`config.mk`:
```
export PLATFORM = sky130hd
export DESIGN_NAME = viterbi_acs_select_datapath
export DESIGN_NICKNAME = d
export VERILOG_FILES = /design/src/acs_pkg.sv /design/src/dual_compare_keep_larger.sv /design/src/viterbi_acs_select_datapath.sv
export SDC_FILE = /design/constraint.sdc
export NUM_CORES = 2
export LEC_CHECK = 0
export BUFFER_PORTS_ARGS = -buffer_cell sky130_fd_sc_hd__buf_4
export CORE_UTILIZATION = 50
export CTS_BUF_LIST = sky130_fd_sc_hd__clkbuf_4 sky130_fd_sc_hd__clkbuf_8
export DETAILED_ROUTE_END_ITERATION = 16
export PLACE_DENSITY = 0.65
export SYNTH_ARGS = -nofsm -noshare
export SYNTH_HDL_FRONTEND = slang
export SYNTH_SLANG_ARGS = --single-unit
```
`constraint.sdc`:
```
create_clock -name clock -period 80.2 [get_ports clock]
set_input_delay 4.01 -clock clock [delete_from_list [all_inputs] [get_ports clock]]
set_output_delay 4.01 -clock clock [all_outputs]
set_load 0.005 [all_outputs]
```
`src/acs_pkg.sv`:
```
// acs_pkg: constants and types shared by the acs datapath files
// assumes a 32-bit byte-addressed data memory with 16-bit word writes
package acs_pkg;
   localparam int DATA_W       = 40;
   localparam int HALF_W       = 16;
   localparam int EXT_W        = 8;
   localparam int ADDR_W       = 32;
   localparam int NUM_AREGS    = 16;
   localparam int AREG_IDX_W   = 4;
   localparam int LOW_SIGN_BIT = 15;
   localparam int HIGH_SIGN_BIT = 31;
   localparam int HIGH_LSB     = 16;
   localparam int STORE_WORDS  = 4;
   localparam int STRIDE_BYTES = 8;
   localparam int STRIDE_SHIFT = 3;
   localparam logic [ADDR_W-1:0] WORD_STEP = 32'h0000_0002;
   localparam logic [DATA_W-1:0] DREG_RESET = 40'h00_0000_0000;
   localparam logic [ADDR_W-1:0] AREG_RESET = 32'h0000_0000;
   localparam logic [3:0] FLAGS_RESET = 4'h0;
   localparam logic [15:0] STATUS_RESET = 16'h0000;
   localparam int FLAG0_POS = 0;
   localparam int FLAG1_POS = 1;
   localparam int FLAG2_POS = 2;
   localparam int FLAG3_POS = 3;
   localparam int CTRL_OFFS   = 32'h00;
   localparam int STATUS_OFFS = 32'h04;
   localparam int BASE_OFFS   = 32'h08;
   localparam int STRIDE_OFFS = 32'h0C;
   localparam int AIDX_OFFS   = 32'h10;
   localparam int DREG_OFFS   = 32'h40;

   typedef enum logic [3:0] {
      OP_NONE    = 4'h0,
      OP_CMP_A   = 4'h1,
      OP_CMP_B   = 4'h2,
      OP_STORE_H = 4'h3,
      OP_STORE_L = 4'h4
   } op_t;

   typedef enum logic [5:0] {
      ST_IDLE  = 6'b000001,
      ST_W0    = 6'b000010,
      ST_W1    = 6'b000100,
      ST_W2    = 6'b001000,
      ST_W3    = 6'b010000,
      ST_DONE  = 6'b100000
   } store_state_t;
endpackage

```
`src/dual_compare_keep_larger.sv`:
```
// dual_compare_keep_larger: one signed two-half compare and select
// assumes operands are stable; pure combinational
`timescale 1ns/100ps
module dual_compare_keep_larger
   import acs_pkg::*;
(
   input  wire logic [DATA_W-1:0] src,
   input  wire logic [DATA_W-1:0] dst,
   output logic      [DATA_W-1:0] result,
   output logic                   flag_low,
   output logic                   flag_high
);
   logic src_low_gt;
   logic src_high_gt;

   always_comb
   begin
      // sign from bits 15 and 31 only; extension byte ignored
      src_low_gt  = $signed(src[LOW_SIGN_BIT:0]) > $signed(dst[LOW_SIGN_BIT:0]);
      src_high_gt = $signed(src[HIGH_SIGN_BIT:HIGH_LSB])
                    > $signed(dst[HIGH_SIGN_BIT:HIGH_LSB]);
      result = dst;
      if (src_low_gt)
      begin
         result[LOW_SIGN_BIT:0] = src[LOW_SIGN_BIT:0];
      end
      if (src_high_gt)
      begin
         // extension travels with the high half
         result[DATA_W-1:HIGH_LSB] = src[DATA_W-1:HIGH_LSB];
      end
      flag_low  = ~src_low_gt;
      flag_high = ~src_high_gt;
   end
endmodule // dual_compare_keep_larger

```
`src/viterbi_acs_select_datapath.sv`:
```
// viterbi_acs_select_datapath: compare/select flags, survivor stores, avalon slave
// assumes one memory write port with a ready handshake; software loads registers
`timescale 1ns/100ps
module viterbi_acs_select_datapath
   import acs_pkg::*;
(
   input  wire logic               clock,
   input  wire logic               rst,
   input  wire logic [7:0]         avs_address,
   input  wire logic               avs_read,
   input  wire logic               avs_write,
   input  wire logic [31:0]        avs_writedata,
   input  wire logic [3:0]         avs_byteenable,
   output logic      [31:0]        avs_readdata,
   output logic                    avs_waitrequest,
   output logic                    mem_write,
   output logic      [ADDR_W-1:0]  mem_address,
   output logic      [HALF_W-1:0]  mem_writedata,
   input  wire logic               mem_ready
);
   // data registers d0..d15, 40 bits each
   logic [DATA_W-1:0]     dreg_q [16];
   logic [ADDR_W-1:0]     areg_q [NUM_AREGS];
   logic [ADDR_W-1:0]     stride_q;
   logic [3:0]            flags_q;
   logic                  big_endian_q;
   logic                  upper_bank_q;
   logic [AREG_IDX_W-1:0] aidx_q;
   store_state_t          state_q;
   op_t                   op_q;
   logic [ADDR_W-1:0]     base_q;
   logic [HALF_W-1:0]     word_q [STORE_WORDS];
   logic                  busy_q;
   logic                  ack_q;

   // register indices for the two banks
   logic [3:0] pa_src, pa_dst, pb_src, pb_dst, sa, sb;
   always_comb
   begin
      pa_src = upper_bank_q ? 4'hC : 4'h4;
      pa_dst = upper_bank_q ? 4'hA : 4'h2;
      pb_src = upper_bank_q ? 4'h8 : 4'h0;
      pb_dst = upper_bank_q ? 4'hE : 4'h6;
      sa     = upper_bank_q ? 4'h9 : 4'h1;
      sb     = upper_bank_q ? 4'hB : 4'h3;
   end

   logic [DATA_W-1:0] cmp_a_res, cmp_b_res;
   logic cmp_a_fl, cmp_a_fh, cmp_b_fl, cmp_b_fh;

   dual_compare_keep_larger u_cmp_a (
      .src       (dreg_q[pa_src]),
      .dst       (dreg_q[pa_dst]),
      .result    (cmp_a_res),
      .flag_low  (cmp_a_fl),
      .flag_high (cmp_a_fh)
   );

   dual_compare_keep_larger u_cmp_b (
      .src       (dreg_q[pb_src]),
      .dst       (dreg_q[pb_dst]),
      .result    (cmp_b_res),
      .flag_low  (cmp_b_fl),
      .flag_high (cmp_b_fh)
   );

   // shift one left, insert bit at lsb of the half (bit 0 of the stored word for either half)
   function automatic logic [HALF_W-1:0] shift_in(input logic [HALF_W-1:0] v,
                                                    input logic b);
      shift_in = {v[HALF_W-2:0], b};
   endfunction

   function automatic logic [HALF_W-1:0] half_of(input logic [DATA_W-1:0] v,
                                                   input logic hi);
      half_of = hi ? v[HIGH_SIGN_BIT:HIGH_LSB] : v[LOW_SIGN_BIT:0];
   endfunction

   // byte offset of word position under endian mode
   function automatic logic [ADDR_W-1:0] pos_offset(input logic [1:0] pos,
                                                      input logic be);
      logic [1:0] slot;
      slot = be ? (pos ^ 2'b01) : pos;
      pos_offset = ADDR_W'(slot) * WORD_STEP;
   endfunction

   // avalon decode
   logic        acc;
   logic [7:0]  offs;
   logic        is_ctrl, is_status, is_base, is_stride, is_aidx, is_dreg;
   logic [3:0]  dsel;
   logic        dsel_ext;
   always_comb
   begin
      acc       = (avs_read | avs_write) & ~ack_q;
      offs      = avs_address;
      is_ctrl   = offs == 8'(CTRL_OFFS);
      is_status = offs == 8'(STATUS_OFFS);
      is_base   = offs == 8'(BASE_OFFS);
      is_stride = offs == 8'(STRIDE_OFFS);
      is_aidx   = offs == 8'(AIDX_OFFS);
      is_dreg   = offs >= 8'(DREG_OFFS) && offs < 8'(DREG_OFFS + 128);
      // base offset sets bit 6; flip it so 0x40 maps to register zero
      dsel      = offs[6:3] ^ 4'h8;
      dsel_ext  = offs[2];
   end

   // ctrl write starts an op; refused (held in wait) while busy
   logic start;
   assign start = acc & avs_write & is_ctrl & ~busy_q;

   // waitrequest low for one cycle per access; ctrl write waits for idle
   always_ff @(posedge clock or posedge rst)
   begin
      if (rst)
      begin
         ack_q <= 1'b0;
      end
      else
      begin
         ack_q <= acc & ~(avs_write & is_ctrl & busy_q);
      end
   end

   always_ff @(posedge clock or posedge rst)
   begin
      if (rst)
      begin
         avs_waitrequest <= 1'b1;
      end
      else
      begin
         avs_waitrequest <= ~(acc & ~(avs_write & is_ctrl & busy_q));
      end
   end

   always_ff @(posedge clock or posedge rst)
   begin
      if (rst)
      begin
         avs_readdata <= 32'h0000_0000;
      end
      else if (acc & avs_read)
      begin
         if (is_status)
            avs_readdata <= {27'h0, busy_q, flags_q};
         else if (is_ctrl)
            avs_readdata <= {24'h0, aidx_q, 2'b00, upper_bank_q, big_endian_q};
         else if (is_base)
            avs_readdata <= areg_q[aidx_q];
         else if (is_stride)
            avs_readdata <= stride_q;
         else if (is_aidx)
            avs_readdata <= {28'h0, aidx_q};
         else if (is_dreg)
            avs_readdata <= dsel_ext ? {24'h0, dreg_q[dsel][DATA_W-1:32]}
                                     : dreg_q[dsel][31:0];
         else
            avs_readdata <= 32'h0000_0000;
      end
   end

   // control fields: endian, bank, base index, opcode in [11:8]
   always_ff @(posedge clock or posedge rst)
   begin
      if (rst)
      begin
         big_endian_q <= 1'b0;
         upper_bank_q <= 1'b0;
         aidx_q       <= '0;
         op_q         <= OP_NONE;
      end
      else if (start & avs_byteenable[0])
      begin
         big_endian_q <= avs_writedata[0];
         upper_bank_q <= avs_writedata[1];
         aidx_q       <= avs_writedata[7:4];
         op_q         <= op_t'(avs_writedata[11:8]);
      end
      // index frozen while busy, else the post-increment hits another register
      else if (acc & avs_write & is_aidx & ~busy_q)
      begin
         aidx_q <= avs_writedata[3:0];
      end
   end

   always_ff @(posedge clock or posedge rst)
   begin
      if (rst)
         stride_q <= AREG_RESET;
      else if (acc & avs_write & is_stride)
         stride_q <= avs_writedata;
   end

   // compare runs in the cycle after the ctrl write; stores never touch data
   logic do_cmp_a, do_cmp_b;
   assign do_cmp_a = state_q == ST_DONE && op_q == OP_CMP_A;
   assign do_cmp_b = state_q == ST_DONE && op_q == OP_CMP_B;

   always_ff @(posedge clock or posedge rst)
   begin
      if (rst)
      begin
         for (int i = 0; i < 16; i++)
            dreg_q[i] <= DREG_RESET;
      end
      else if (do_cmp_a)
      begin
         dreg_q[pa_dst] <= cmp_a_res;
      end
      else if (do_cmp_b)
      begin
         dreg_q[pb_dst] <= cmp_b_res;
      end
      else if (acc & avs_write & is_dreg & ~busy_q)
      begin
         // only software writes here; stores read only
         if (dsel_ext)
            dreg_q[dsel][DATA_W-1:32] <= avs_writedata[EXT_W-1:0];
         else
            dreg_q[dsel][31:0] <= avs_writedata;
      end
   end

   // flags change only on a compare, held otherwise
   always_ff @(posedge clock or posedge rst)
   begin
      if (rst)
         flags_q <= FLAGS_RESET;
      else if (do_cmp_a)
      begin
         flags_q[FLAG0_POS] <= cmp_a_fl;
         flags_q[FLAG1_POS] <= cmp_a_fh;
      end
      else if (do_cmp_b)
      begin
         flags_q[FLAG2_POS] <= cmp_b_fl;
         flags_q[FLAG3_POS] <= cmp_b_fh;
      end
   end

   // store sequencer
   logic store_op;
   logic hi_op;
   assign store_op = op_q == OP_STORE_H || op_q == OP_STORE_L;
   assign hi_op    = op_q == OP_STORE_H;

   always_ff @(posedge clock or posedge rst)
   begin
      if (rst)
      begin
         state_q <= ST_IDLE;
         busy_q  <= 1'b0;
      end
      else
      begin
         case (state_q)
            ST_IDLE:
            begin
               if (start)
               begin
                  state_q <= ST_DONE;
                  busy_q  <= 1'b1;
               end
            end
            ST_DONE:
            begin
               if (store_op)
                  state_q <= ST_W0;
               else
               begin
                  state_q <= ST_IDLE;
                  busy_q  <= 1'b0;
               end
            end
            ST_W0: if (mem_ready) state_q <= ST_W1;
            ST_W1: if (mem_ready) state_q <= ST_W2;
            ST_W2: if (mem_ready) state_q <= ST_W3;
            ST_W3:
            begin
               if (mem_ready)
               begin
                  state_q <= ST_IDLE;
                  busy_q  <= 1'b0;
               end
            end
            default:
            begin
               state_q <= ST_IDLE;
               busy_q  <= 1'b0;
            end
         endcase
      end
   end

   // snapshot of the four words and the base at store start
   logic sel2, sel3;
   always_comb
   begin
      sel2 = hi_op ? flags_q[FLAG1_POS] : flags_q[FLAG0_POS];
      sel3 = hi_op ? flags_q[FLAG3_POS] : flags_q[FLAG2_POS];
   end

   always_ff @(posedge clock or posedge rst)
   begin
      if (rst)
      begin
         for (int i = 0; i < STORE_WORDS; i++)
            word_q[i] <= '0;
         base_q <= AREG_RESET;
      end
      else if (state_q == ST_DONE && store_op)
      begin
         word_q[0] <= half_of(dreg_q[pa_dst], hi_op);
         word_q[1] <= half_of(dreg_q[pb_dst], hi_op);
         word_q[2] <= shift_in(half_of(sel2 ? dreg_q[sb] : dreg_q[sa], hi_op),
                               1'b0);
         word_q[3] <= shift_in(half_of(sel3 ? dreg_q[sb] : dreg_q[sa], hi_op),
                               1'b1);
         base_q <= areg_q[aidx_q];
      end
   end

   // address registers: software write or post-increment
   always_ff @(posedge clock or posedge rst)
   begin
      if (rst)
      begin
         for (int i = 0; i < NUM_AREGS; i++)
            areg_q[i] <= AREG_RESET;
      end
      else if (state_q == ST_W3 && mem_ready)
      begin
         areg_q[aidx_q] <= base_q + (stride_q << STRIDE_SHIFT);
      end
      else if (acc & avs_write & is_base & ~busy_q)
      begin
         areg_q[aidx_q] <= avs_writedata;
      end
   end

   // memory port, registered; next word presented after each accepted one
   logic [1:0] next_pos;
   logic       next_valid;
   always_comb
   begin
      next_pos   = 2'd0;
      next_valid = 1'b0;
      case (state_q)
         ST_DONE: begin next_pos = 2'd0; next_valid = store_op; end
         ST_W0:   begin next_pos = mem_ready ? 2'd1 : 2'd0; next_valid = 1'b1; end
         ST_W1:   begin next_pos = mem_ready ? 2'd2 : 2'd1; next_valid = 1'b1; end
         ST_W2:   begin next_pos = mem_ready ? 2'd3 : 2'd2; next_valid = 1'b1; end
         ST_W3:   begin next_pos = 2'd3; next_valid = ~mem_ready; end
         default: begin next_pos = 2'd0; next_valid = 1'b0; end
      endcase
   end

   logic [ADDR_W-1:0] cur_base;
   logic [HALF_W-1:0] cur_word;
   always_comb
   begin
      cur_base = (state_q == ST_DONE) ? areg_q[aidx_q] : base_q;
      cur_word = word_q[next_pos];
      if (state_q == ST_DONE)
      begin
         cur_word = half_of(dreg_q[pa_dst], hi_op);
      end
   end

   always_ff @(posedge clock or posedge rst)
   begin
      if (rst)
      begin
         mem_write     <= 1'b0;
         mem_address   <= AREG_RESET;
         mem_writedata <= '0;
      end
      else
      begin
         mem_write     <= next_valid;
         mem_address   <= cur_base + pos_offset(next_pos, big_endian_q);
         mem_writedata <= cur_word;
      end
   end
endmodule // viterbi_acs_select_datapath

```
* Yosys cells after proc, flatten, opt, wreduce, memory -nomap -nowiden
Index checks and enable logic that the tools add are counted.
Storage, ports and cells: bits in registers 1383, bits of input ports 49, output and inout port bits 82, word-level logic and storage cells 245
Operators by class: add/subtract/negate cells 2, magnitude comparators 19, equal/unequal tests 20, muxes and demuxes 95, bitwise logic cells 39, reduce and logical (&&, ||, !) cells 18
Operator list (number):
- $bwmux 640 | 4
- $mux 640 | 4
- $bmux 40 s4 | 7
- $bwmux 512 | 2
- $mux 512 | 2
- $demux 40 s4 | 4
- $mux 40 | 13
- $mux 32 | 12
- $mux 31 | 6
- $bmux 32 s4 | 1
- $demux 32 s4 | 1
- $mux 16 | 7
- $gt 16x16->1 | 4
- $mux 24 | 2
- $ge 5x5->1 const B | 8
- $not 4->5 | 8
- $pmux 6 s6 | 1
- $add 32x3->32 | 1
- $add 32x32->32 | 1
- $bmux 16 s2 | 1
- $mux 4 | 8
- $mux 15 | 2
- $mux 6 | 5
- $lt 5x1->1 const B | 4
- other kinds (34) | 85

* Depth between registers and ports, before layout
depth in word-level cells 12, gate-level depth with buffers 20, mapped depth without buffers 16

* Hierarchy
Synthesis repeated with hierarchy kept, for this count alone.
Second synthesis, totals: cell total of the unflattened synthesis 6945, area, all modules 72624.7 um^2
Modules (own cells, without submodules):
- viterbi_acs_select_datapath | times used 1, cells an instance 6599, area an instance 69791.9 um^2, seq. area each 34610.7 um^2
- dual_compare_keep_larger | times used 2, cells an instance 173, area an instance 1416.4 um^2, seq. area each 0.0 um^2

* Worst setup path before layout
Ideal clock, no wire load.
path type input -> register, start input port avs_address[6], end register mem_address[27], setup time 130 ps, data arrival time 9020 ps, data required time 80070 ps, path slack 71050 ps, stages 18, path buffers 4, cell sequence clkinv_1 buf_1 clkbuf_1 ha_1 or4b_2 clkbuf_1 nor3_1 and2_1 o32ai_1 nor2_1 o211ai_1 clkbuf_1 fa_1 or2_1 nor4_2 and2_1 nand3_1 xnor2_1
RTL lines:
- from (decl) | line viterbi_acs_select_datapath.sv:9 | input wire logic [7:0] avs_address,
- to (signal assigned) | line viterbi_acs_select_datapath.sv:381 | mem_address <= cur_base + pos_offset(next_pos, big_endian_q);
- to (decl) | line viterbi_acs_select_datapath.sv:17 | output logic [ADDR_W-1:0] mem_address,

==> flow_metrics.tcl <==
set metrics [dict create \
    drt_iter0_markers 6286 \
    rsz0062_at_grt "no" \
    hp-start "word_q[0]$_DFFE_PP0P_" \
    worst_ir_drop_vdd_uv 20.87 \
    post_cts_buffers 0 \
    finClkSkew_ps 63.29 \
    place_congestion 0.9201 \
    clock_sinks 1383 \
    netlist.area_leader.share_pct 48.88 \
    reg2regPathDepth 13 \
    hold_path_end "word_q[0]$_DFFE_PP0P_" \
    leakage_nw 34.33 \
    numPortBuffers 127 \
    tns_ps 0 \
    worst_pin_slew_ps 1360 \
    routed_wl_um 241600 \
    setup_viol 0 \
    num_io_pins 131 \
    cts-resized-gates 0 \
    critPathMaxFanout 34 \
    core-area_um2 139900 \
    final-hold-violation-count 0 \
    cts_tree "built" \
    maxSlewHeadroom_pct 9.016 \
    fmaxAchievable_mhz 124.3 \
    syn-num-nets 6948 \
    numCtsBuffers 230 \
    max_cap_viol_count 0 \
    fp.dieW_um 378.0 \
    initial_core_util_pct 50.55 \
    synth-seq-cells 1383 \
    cts_hold_buffers 0 \
    clk_pin_slew_ps 60 \
    grt_pass1_wl_um 360800 \
    hold_depth 2 \
    syn_inst 6802 \
    avgSynthCellArea_um2 10.39 \
    yosys_warnings 0 \
    cp-end-kind "flop" \
    drive_gt1_share_pct 18.74 \
    synth_area_leaders "dfrtp_1 (49%), mux4_2 (11%), nand2_1 (7.0%)" \
    drcViolationCount 0 \
    post-route-period-util_pct 10.03 \
    synth_edf_count 0 \
    hpwl_um 151200 \
    r2r-start "upper_bank_q$_DFFE_PP0P_" \
    synthFlopType "dfrtp_1" \
    die_area_um2 142900 \
    area_growth_pct 10.48 \
    antenna_found_initial 14 \
    synth_most_common_cell "dfrtp_1" \
    critPathArrivalTime_ps 8920 \
    synth_top_area_cell "dfrtp_1" \
    vias 56370 \
    routedWlPerCell_um 27.52 \
    rows 137 \
    ys_seq_area_share_pct 48.95 \
    power.density_nw_per_um2 20.05 \
    worstReg2RegEnd "dreg_q[235]$_DFFE_PP0P_" \
    final_max_slew_viol_count 0 \
    grt_start_max_net_pins 167 \
    status "completed" \
    clk_path_buf_depth 3 \
    synth_area_um2 70710 \
    async_flop_share_pct 100.0 \
    nets 6854 \
    viasPerCell 6.421 \
    criticalPathCategory "input pin to flop" \
    ant_nets 0 \
    firstDrtPassIters 6 \
    htree_num_levels 4 \
    totalPowerFinal_w 0.001566 \
    critPathLaunchType "input pin" \
    reg2reg_slack_ps 74350 \
    die_h_um 378.0 \
    worstHoldPathType "flop to flop" \
    synth_commonest_cells "dfrtp_1 (1381), nand2_1 (1318), o21ai_0 (721), o31ai_1 (492), clkbuf_1 (459)" \
    track_usage_pct 34.16 \
    cts_root_buffer "clkbuf_8" \
    cp.required_ps 81070 \
    grt_pass1_vias 55200 \
    clkLatencyLatePin_ps 980 \
    globalRouteOverflowTotal 0 \
    synth_cell_types 80 \
    fin_crit_ps 8043 \
]
cell type report:
type | count | area (um^2)
flip-flops and latches | 1383 | 34620
fillers | 12200 | 61760
clock buffers | 387 | 4807
clock inverters | 35 | 397.9
repair buffers | 262 | 2053
inverters | 60 | 234.0
multi-input cells | 4771 | 33640
diodes | 5 | 12.51
well taps | 1876 | 2347
power by group:
group	internal (W)	switching, W
logic	0.0000469	0.0000927
registers	0.000714	0.0000144
clock network	0.000396	0.000302
sequential cells by signal, summed over array words and instances (netlist names):
signal           flops
mem_writedata       16
dreg_q             640
ack_q                1
avs_readdata        32
busy_q               1
state_q              6
big_endian_q         1
avs_waitrequest      1
base_q              32
areg_q             512
mem_address         32
stride_q            32
mem_write            1
word_q              63
upper_bank_q         1
flags_q              4
aidx_q               4
op_q                 4
worst max-delay path, stage by stage:
cell      delay [ps]
buf_4            160
clkinv_2         430
ha_1             240
or4b_2           700
nor3_1           210
buf_4            190
and2_1           230
o32ai_1          170
nor2_1           120
o211ai_1          90
buf_4            310
fa_1             500
or2_1            370
nor4_2           360
buf_4            240
nand2_2          110
nor3_1           240
xor2_1           210
layer usage:
metal  wire length (um)  share of wire (%)  track usage, %  vias to the layer above
met5                 39              0.016               0                        -
met2             109100                 45           51.96                     3039
met3              24520                 10           8.189                      772
li1                   -                  -               -                    24530
met4              14150                5.9           19.10                        6
met1              93840                 39           45.03                    28030
layout by cell type (no fill, tap or decap), types with 178 or more instances in the layout:
master       n
dfrtp_1   1377
nand2_1   1274
o21ai_0    719
o31ai_1    492
nor2_1     378
a21oi_1    373
mux4_2     337
clkbuf_8   304
buf_4      254
mux2_2     178
kinds of logic after synthesis:
group	count (synthesis)	synth area share, %
muxes	667	16.20
and+or+nand+nor	2005	11.58
adders and majority gates	97	1.738
buffers and inverters	648	3.790
AOI/OAI and AO/OA	1953	17.13
DFF	1383	48.95
xor gates and xnor gates	49	0.6070
per-stage QoR:
stage	setup slack [ps]	util [%]	hold slack, ps	instance area [um^2]	instances
2_1_floorplan	37200	-	414.8	70710	6802
3_3_place_gp	71180	52.12	426.2	72900	8352
3_5_place_dp	71130	52.12	438.9	72900	8352
4_1_cts	72200	55.84	452.8	78100	8774
5_1_grt	71930	55.84	480.2	78110	8777
6_report	72160	55.85	449.6	78110	8779
worst max path at each step:
stage	startpoint	endpoint	cells after the start
2_1_floorplan	rst	ack_q$_DFF_PP0_	1
3_3_place_gp	avs_address[6]	mem_address[29]$_DFF_PP0_	18
3_5_place_dp	avs_address[6]	mem_address[29]$_DFF_PP0_	18
4_1_cts	avs_address[6]	mem_address[29]$_DFF_PP0_	18
5_1_grt	avs_address[6]	mem_address[29]$_DFF_PP0_	18
6_report	avs_address[6]	mem_address[29]$_DFF_PP0_	18
(Power assumes the default switching activity.)
